**config.mk**
```make
export PLATFORM = sky130hd
export DESIGN_NAME = out_status
export DESIGN_NICKNAME = d
export VERILOG_FILES = /design/src/verilog/out_status_pkg.sv /design/src/verilog/out_status.sv
export SDC_FILE = /design/constraint.sdc
export NUM_CORES = 1
export LEC_CHECK = 0
export ABC_AREA = 1
export BUFFER_PORTS_ARGS = -buffer_cell sky130_fd_sc_hd__buf_2
export CAP_MARGIN = 0
export CORE_ASPECT_RATIO = 0.9
export CORE_MARGIN = 10
export CORE_UTILIZATION = 55
export CTS_CLUSTER_SIZE = 30
export DETAILED_ROUTE_END_ITERATION = 6
export PLACE_DENSITY = 0.76
export SYNTH_ARGS = -nofsm -noshare
export SYNTH_HDL_FRONTEND = slang
export SYNTH_SLANG_ARGS = --single-unit
```
**constraint.sdc**
```tcl
create_clock -name clk_i -period 2.5 [get_ports clk_i]
set_clock_uncertainty 0.15 [all_clocks]
set_input_delay 0.125 -clock clk_i [delete_from_list [all_inputs] [get_ports clk_i]]
set_output_delay 0.125 -clock clk_i [all_outputs]
set_load 0.005 [all_outputs]
```
**src/verilog/out_status_pkg.sv**
```systemverilog
// shared constants and types for the output status signal block
package out_status_pkg;

  // register byte offsets
  localparam logic [7:0] CTRL_OFS     = 8'h00;
  localparam logic [7:0] START_OFS    = 8'h04;
  localparam logic [7:0] CUR_THR_OFS  = 8'h08;
  localparam logic [7:0] PV_HIGH_OFS  = 8'h0c;
  localparam logic [7:0] PV_LOW_OFS   = 8'h10;
  localparam logic [7:0] TRIP_OFS     = 8'h14;
  localparam logic [7:0] LOGIC_OFS    = 8'h18;
  localparam logic [7:0] ROUTE_OFS    = 8'h1c;
  localparam logic [7:0] FLAGS_OFS    = 8'h20;
  localparam logic [7:0] IRQ_STAT_OFS = 8'h24;
  localparam logic [7:0] IRQ_MASK_OFS = 8'h28;

  // control register fields
  localparam int CTRL_MODBUS_BIT = 0;
  localparam int CTRL_CUR_SEL_BIT = 1;
  localparam int CTRL_STOP_BIT   = 2;

  // values after reset
  localparam logic [2:0]  CTRL_RST    = 3'h4;
  localparam logic [11:0] START_RST   = 12'h010;
  localparam logic [11:0] CUR_THR_RST = 12'h333;  // 4 mA on a 0..20 mA scale
  localparam logic [9:0]  PV_HIGH_RST = 10'h384;  // 90.0 %
  localparam logic [9:0]  PV_LOW_RST  = 10'h0c8;  // 20.0 %
  localparam logic [15:0] TRIP_RST    = 16'h0000;
  localparam logic [29:0] LOGIC_RST   = 30'h00000000;
  localparam logic [14:0] ROUTE_RST   = 15'h7fff;

  // field widths
  localparam int ROUTE_W = 5;
  localparam int LOGIC_W = 10;
  localparam int NUM_LOG = 3;
  localparam int NUM_EXT = 13;

  // routing select codes
  localparam logic [4:0] ROUTE_LOG_BASE = 5'h10;
  localparam logic [4:0] ROUTE_LOG_LAST = 5'h12;

  // timing: one millisecond timeout tick
  localparam int CLK_KHZ   = 20000;
  localparam int TICK_MS   = 1;
  localparam int TICK_CYC  = CLK_KHZ * TICK_MS;

  // operator encodings
  typedef enum logic [1:0] {
    OP_AND = 2'b00,
    OP_OR  = 2'b01,
    OP_XOR = 2'b10
  } logic_op_t;

  // live status flags
  typedef struct packed {
    logic [2:0] logic_out;
    logic       comm_loss;
    logic       second_stage;
    logic       analog_loss;
  } status_t;

  // routed terminal outputs
  typedef struct packed {
    logic relay;
    logic term_12;
    logic term_11;
  } terminals_t;

endpackage

```
**src/verilog/out_status.sv**
```systemverilog
// output terminal status logic with wishbone registers
//
// Register access over Wishbone and the register addresses were chosen for this implementation.
`timescale 1ns/1ps
// Notes on behaviour
// - voltage reference below start frequency flags loss
// - start frequency is the voltage loss threshold
// - current reference below 4 mA threshold flags loss
// - analog loss requests decelerate to stop
// - loss flag self clears, never trips
// - running with PV below low limit: stage on
// - PV above high limit turns stage off
// - run removed forces stage output off
// - PV limits in percent like setpoint
// - comm loss only with Modbus-RTU selected
// - comm loss held until next received data
// - timeout taken from trip time register
// - logic outputs combine two operands, one operator
// - logic output follows Boolean result
// - every status routable to terminals or relay
// - three independent logic outputs
module out_status
  import out_status_pkg::*;
#(
  parameter int TICK_CYCLES = out_status_pkg::TICK_CYC
) (
  input  wire logic                       clk_i,
  input  wire logic                       rst_i,
  input  wire logic                       cyc_i,
  input  wire logic                       stb_i,
  input  wire logic                       we_i,
  input  wire logic [7:0]                 adr_i,
  input  wire logic [3:0]                 sel_i,
  input  wire logic [31:0]                dat_i,
  output logic      [31:0]                dat_o,
  output logic                            ack_o,
  input  wire logic [11:0]                v_ref_i,
  input  wire logic [11:0]                i_ref_i,
  input  wire logic [9:0]                 pv_i,
  input  wire logic                       forward_run_command_i,
  input  wire logic                       rx_data_strobe_i,
  input  wire logic [12:0]                ext_status_i,
  output out_status_pkg::status_t         status_o,
  output out_status_pkg::terminals_t      terminals_o,
  output logic                            decel_stop_o,
  output logic                            irq_o
);
  import out_status_pkg::*;

  // whole state of the block
  typedef struct packed {
    logic [2:0]  ctrl;
    logic [11:0] start_freq;
    logic [11:0] cur_thr;
    logic [9:0]  pv_high;
    logic [9:0]  pv_low;
    logic [15:0] trip_ms;
    logic [29:0] logic_cfg;
    logic [14:0] route;
    logic [5:0]  irq_stat;
    logic [5:0]  irq_mask;
    logic [1:0]  run_sync;
    logic [14:0] tick_cnt;
    logic [15:0] idle_ms;
    status_t     flags;
    terminals_t  terms;
    logic        ack;
    logic [31:0] rdata;
  } state_t;

  state_t cur;
  state_t next_s;

  logic        running;
  logic        tick;
  logic        v_loss;
  logic        c_loss;
  logic        loss_now;
  logic        comm_now;
  logic        stage_now;
  logic [15:0] base_sig;
  logic [2:0]  log_now;
  logic [18:0] all_sig;
  logic        wr_hit;
  logic [31:0] rd_word;
  logic [31:0] wmask;
  status_t     flags_now;

  // apply byte enables to one register word
  function automatic logic [31:0] merge(input logic [31:0] old_v,
                                        input logic [31:0] new_v,
                                        input logic [31:0] m);
    merge = (old_v & ~m) | (new_v & m);
  endfunction

  // evaluate one configured boolean output
  function automatic logic eval_log(input logic [LOGIC_W-1:0] cfg,
                                    input logic [15:0] sigs);
    logic a;
    logic b;
    a = sigs[cfg[3:0]];
    b = sigs[cfg[7:4]];
    unique case (cfg[9:8])
      OP_AND:  eval_log = a & b;
      OP_OR:   eval_log = a | b;
      OP_XOR:  eval_log = a ^ b;
      default: eval_log = 1'b0;  // unused operator code reads as off
    endcase
  endfunction

  // pick the signal routed to one terminal
  function automatic logic route_pick(input logic [ROUTE_W-1:0] s,
                                      input logic [18:0] sigs);
    if (s <= ROUTE_LOG_LAST) begin
      route_pick = sigs[s];
    end else begin
      route_pick = 1'b0;
    end
  endfunction

  // byte lane mask from wishbone select
  always_comb begin
    wmask = {{8{sel_i[3]}}, {8{sel_i[2]}}, {8{sel_i[1]}}, {8{sel_i[0]}}};
  end

  // synchronised run input and millisecond tick
  always_comb begin
    running = cur.run_sync[1];
    tick    = (cur.tick_cnt == 15'(TICK_CYCLES - 1));
  end

  // analog reference loss detection
  always_comb begin
    v_loss = (v_ref_i < cur.start_freq);
    c_loss = (i_ref_i < cur.cur_thr);
    loss_now = cur.ctrl[CTRL_CUR_SEL_BIT] ? c_loss : v_loss;
  end

  // second stage on/off with hysteresis
  always_comb begin
    stage_now = cur.flags.second_stage;
    if (!running) begin
      stage_now = 1'b0;
    end else if (pv_i < cur.pv_low) begin
      stage_now = 1'b1;
    end else if (pv_i > cur.pv_high) begin
      stage_now = 1'b0;
    end
  end

  // communication loss after reception timeout
  always_comb begin
    comm_now = cur.flags.comm_loss;
    if (rx_data_strobe_i) begin
      comm_now = 1'b0;
    end else if (cur.trip_ms != 16'h0000 && cur.idle_ms >= cur.trip_ms) begin
      comm_now = 1'b1;
    end
    if (!cur.ctrl[CTRL_MODBUS_BIT]) begin
      comm_now = 1'b0;
    end
  end

  // operand set excludes the logic outputs themselves
  always_comb begin
    base_sig = {ext_status_i, cur.flags.comm_loss, cur.flags.second_stage,
                cur.flags.analog_loss};
    for (int k = 0; k < NUM_LOG; k++) begin
      log_now[k] = eval_log(cur.logic_cfg[k*LOGIC_W +: LOGIC_W], base_sig);
    end
    all_sig = {cur.flags.logic_out, base_sig};
    flags_now.analog_loss  = loss_now;
    flags_now.second_stage = stage_now;
    flags_now.comm_loss    = comm_now;
    flags_now.logic_out    = log_now;
  end

  // register read mux
  always_comb begin
    rd_word = 32'h00000000;
    unique case (adr_i)
      CTRL_OFS:     rd_word = {29'h0, cur.ctrl};
      START_OFS:    rd_word = {20'h0, cur.start_freq};
      CUR_THR_OFS:  rd_word = {20'h0, cur.cur_thr};
      PV_HIGH_OFS:  rd_word = {22'h0, cur.pv_high};
      PV_LOW_OFS:   rd_word = {22'h0, cur.pv_low};
      TRIP_OFS:     rd_word = {16'h0, cur.trip_ms};
      LOGIC_OFS:    rd_word = {2'h0, cur.logic_cfg};
      ROUTE_OFS:    rd_word = {17'h0, cur.route};
      FLAGS_OFS:    rd_word = {23'h0, cur.terms, cur.flags};
      IRQ_STAT_OFS: rd_word = {26'h0, cur.irq_stat};
      IRQ_MASK_OFS: rd_word = {26'h0, cur.irq_mask};
      default:      rd_word = 32'h00000000;  // unmapped reads zero
    endcase
  end

  // next state
  always_comb begin
    logic [31:0] w;
    w      = 32'h00000000;
    next_s = cur;
    wr_hit = cyc_i && stb_i && we_i && cur.ack;

    // two-flop synchroniser for the run pin
    next_s.run_sync = {cur.run_sync[0], forward_run_command_i};

    // free running millisecond divider
    next_s.tick_cnt = tick ? 15'h0000 : cur.tick_cnt + 15'h0001;

    // idle time since last received data, saturating
    if (rx_data_strobe_i || !cur.ctrl[CTRL_MODBUS_BIT]) begin
      next_s.idle_ms = 16'h0000;
    end else if (tick && cur.idle_ms != 16'hffff) begin
      next_s.idle_ms = cur.idle_ms + 16'h0001;
    end

    next_s.flags = flags_now;

    // each terminal takes any status signal
    next_s.terms.term_11 = route_pick(cur.route[4:0], all_sig);
    next_s.terms.term_12 = route_pick(cur.route[9:5], all_sig);
    next_s.terms.relay   = route_pick(cur.route[14:10], all_sig);

    // single wait state: ack one cycle after request, then drop
    next_s.ack = cyc_i && stb_i && !cur.ack;
    if (cyc_i && stb_i && !cur.ack) begin
      next_s.rdata = rd_word;
    end

    // writes land on the edge where ack is seen high
    if (wr_hit) begin
      unique case (adr_i)
        CTRL_OFS: begin
          w = merge({29'h0, cur.ctrl}, dat_i, wmask);
          next_s.ctrl = w[2:0];
        end
        START_OFS: begin
          w = merge({20'h0, cur.start_freq}, dat_i, wmask);
          next_s.start_freq = w[11:0];
        end
        CUR_THR_OFS: begin
          w = merge({20'h0, cur.cur_thr}, dat_i, wmask);
          next_s.cur_thr = w[11:0];
        end
        PV_HIGH_OFS: begin
          w = merge({22'h0, cur.pv_high}, dat_i, wmask);
          next_s.pv_high = w[9:0];
        end
        PV_LOW_OFS: begin
          w = merge({22'h0, cur.pv_low}, dat_i, wmask);
          next_s.pv_low = w[9:0];
        end
        TRIP_OFS: begin
          w = merge({16'h0, cur.trip_ms}, dat_i, wmask);
          next_s.trip_ms = w[15:0];
        end
        LOGIC_OFS: begin
          w = merge({2'h0, cur.logic_cfg}, dat_i, wmask);
          next_s.logic_cfg = w[29:0];
        end
        ROUTE_OFS: begin
          w = merge({17'h0, cur.route}, dat_i, wmask);
          next_s.route = w[14:0];
        end
        IRQ_STAT_OFS: begin
          // write one to clear
          next_s.irq_stat = cur.irq_stat & ~(dat_i[5:0] & wmask[5:0]);
        end
        IRQ_MASK_OFS: begin
          w = merge({26'h0, cur.irq_mask}, dat_i, wmask);
          next_s.irq_mask = w[5:0];
        end
        default: begin
          w = 32'h00000000;  // read-only or unmapped: ignored
        end
      endcase
    end

    // rising edges of each flag set sticky bits; set beats clear
    next_s.irq_stat = next_s.irq_stat | (flags_now & ~cur.flags);
  end

  // single register stage for all state
  always_ff @(posedge clk_i) begin
    if (rst_i) begin
      cur            <= '0;
      cur.ctrl       <= CTRL_RST;
      cur.start_freq <= START_RST;
      cur.cur_thr    <= CUR_THR_RST;
      cur.pv_high    <= PV_HIGH_RST;
      cur.pv_low     <= PV_LOW_RST;
      cur.trip_ms    <= TRIP_RST;
      cur.logic_cfg  <= LOGIC_RST;
      cur.route      <= ROUTE_RST;
    end else begin
      cur <= next_s;
    end
  end

  // outputs straight from flops, irq is a level
  always_comb begin
    dat_o       = cur.rdata;
    ack_o       = cur.ack;
    status_o    = cur.flags;
    terminals_o = cur.terms;
    // loss asks the drive to ramp to stop
    decel_stop_o = cur.flags.analog_loss & cur.ctrl[CTRL_STOP_BIT];
    irq_o        = |(cur.irq_stat & cur.irq_mask);
  end

endmodule

```
==> run metrics <==
drt drc=0; Reg clk slew, reported paths=0.08 ns; worst-margin pin slew=0.7424 ns; worst endpoint required time=2.71 ns; Final Hold Fails=3; MaxCap Viol Count=0; failing checks=negative hold slack; PortBufs=137; CTS Buffer Depth=2; status=complete, but fails checks; die area=27720 um^2; CTS tree=yes; reg2reg path depth=10; core footprint=20960 um^2; antenna diode count=0; worst hold stages=4; Vias/cell=5.673; Post-synth EDFFs=0; dpl hpwl=27.89 mm; Yosys Warn Count=0; WP data arrival=2.53 ns; final core utilization=63.65%; worst min-delay path category=in2reg; fin. max-slew vios=0; first-pass GRT wire length=59.12 mm; CP Capture Type=flip-flop; setup violators final=0; slew margin rel.=50.51%; Routed WL per cell=17.50 um; Synth Flop Type=dfxtp_1; final net count=1985; peak supply drop=424.2 uV; placed cell count=2048; Syn Inst Count=1725; Initial Util=56.31%; Critical Path Source Type=flip-flop; Cell variety after synth=48; layout cells sized above 1=14.11%; crit-path max FO=18; sequential share of the synthesized area=32.74%; Yosys reg bits=193; final hold slack=-0.01888 ns; WS Path Type=reg2reg; Syn Area/Cell=6.841 um^2; LEAKAGE=5.810 nW; Area Growth Syn to Fin=13.03%; 1st-iter DRT viols=1140; Final min period=2.325 ns; Mapped Area=11800 um^2; Pre-Repair DR Iteration Count=5; Layout Cells excl Fill=2121; GRT Overall Usage=25.90%; largest net degree at the start of global routing=60; ys async rst share=0%; initial antenna violation count=0; Die H=159.0 um; clk sink count=193; TritonCTS buffer count=17; area leader, netlist=dfxtp_1; die width=174.4 um; grt ovf=0; Clock Latency Late Sink=0.44 ns; post-synth top area share=32.74%; Power Density=479.9 nW/um^2; Tcrit/Tclk final=92.98%; I/O pins=142; Root Driver=clkbuf_16; # H-tree levels=4; vias in the first global route=11285; Core Rows=50; GP Congestion=0.9549; Area contributors post-synth=dfxtp_1, nand2_1, a21oi_1, o21ai_0, ha_1; Routed WL=37.12 mm; total vias in the final route=12032; ANT nets after route=0; max frequency=430.2 MHz
## cell type report
| cell class | instances | area [um^2] |
|---|---|---|
| fill | 1922 | 7619 |
| multi-input combinational | 1218 | 6516 |
| sequential | 193 | 3871 |
| timing repair buffer | 198 | 1269 |
| inverter | 194 | 732.0 |
| clock buffer | 19 | 452.9 |
| tap | 286 | 357.8 |
| clock inverter | 13 | 140.1 |
## critical path: stages (launching register included)
cell and delay, ns:
dfxtp_1 0.67, o21ai_0 0.17, a21oi_1 0.15, o221ai_1 0.15, nand2_1 0.12, inv_1 0.06, ha_1 0.26, nor2_1 0.05
nor4_2 0.28, nand2_1 0.08, o21ai_0 0.09
## through the flow
stage                     hold slack (ns)  setup WS [ns]   TNS, ns  instance area [um^2]  total power [W]
after floorplan                   0.08197         0.3006         0                 11810         0.003412
after global placement             0.1823         0.1668         0                 12310         0.003614
after detailed placement           0.1932        0.08192         0                 12310         0.003623
after CTS                         0.02892        0.07000         0                 13300         0.006396
after global routing              0.01707       -0.02280  -0.02280                 13340         0.006590
final                            -0.01888         0.1755         0                 13340         0.006401
## what timing repair did
action / CTS / global route
hold buffers: 40 / 0
buffers inserted: 0 / 1
hold endpoints to repair: 86 / 0
setup endpoints to repair: 0 / 8
resized for setup: 0 / 11
## path summary, 6_finish.rpt
kind	from	to	slack (ns)
max reg2reg	flip-flop	cur[84]	0.18
min	sel_i[2]	flip-flop	-0.02
max	flip-flop	cur[84]	0.18
min reg2reg	cur[73]	cur[74]	0.26
## routing by layer
metal / up-vias / routed length, um / GRT usage [%]
li1: 5914 / - / -
met1: 5501 / 16060 / 34.35
met2: 537 / 16660 / 40.34
met3: 80 / 3020 / 4.736
met4: 0 / 1376 / 11.07
met5: - / 0 / 0
## Yosys cell counts (16+ instances only)
cell / instances
o211ai_1: 42
nor2_1: 133
buf_4: 55
clkbuf_1: 44
nor3_1: 16
dfxtp_1: 193
buf_2: 16
o21ai_0: 165
nand2_1: 332
ha_1: 65
a21oi_1: 210
nor2_4: 16
nand3_1: 135
inv_1: 182
## kinds of logic after synthesis
group,after synthesis,synth area share [%]
simple gates,680,25.78
other cells,1,0.03178
fa+ha+maj,65,6.891
buf+inv,315,12.26
xor+xnor,15,1.113
compound gates,456,21.18
flops,193,32.74
## cell usage in the layout, fill, tap and decap left out, types with 16 or more instances in the layout
| cell type | n |
|---|---|
| o21ai_0 | 165 |
| nor2_4 | 16 |
| o211ai_1 | 42 |
| ha_1 | 65 |
| inv_1 | 181 |
| a21oi_1 | 208 |
| clkbuf_16 | 17 |
| dlygate4sd3_1 | 40 |
| nand2_1 | 332 |
| buf_4 | 19 |
| nor2_1 | 132 |
| buf_2 | 137 |
| nor3_1 | 16 |
| dfxtp_1 | 187 |
| nand3_1 | 135 |
## power by group
| part | leakage, nW | internal (W) | switching, W | total, W |
|---|---|---|---|---|
| Clock | 0.293 | 0.00147 | 0.00133 | 0.00279 |
| Combinational | 3.96 | 0.000188 | 0.000323 | 0.000512 |
| Sequential | 1.56 | 0.00308 | 0.0000135 | 0.00310 |
Note: power is estimated with default switching activity, not from simulation.
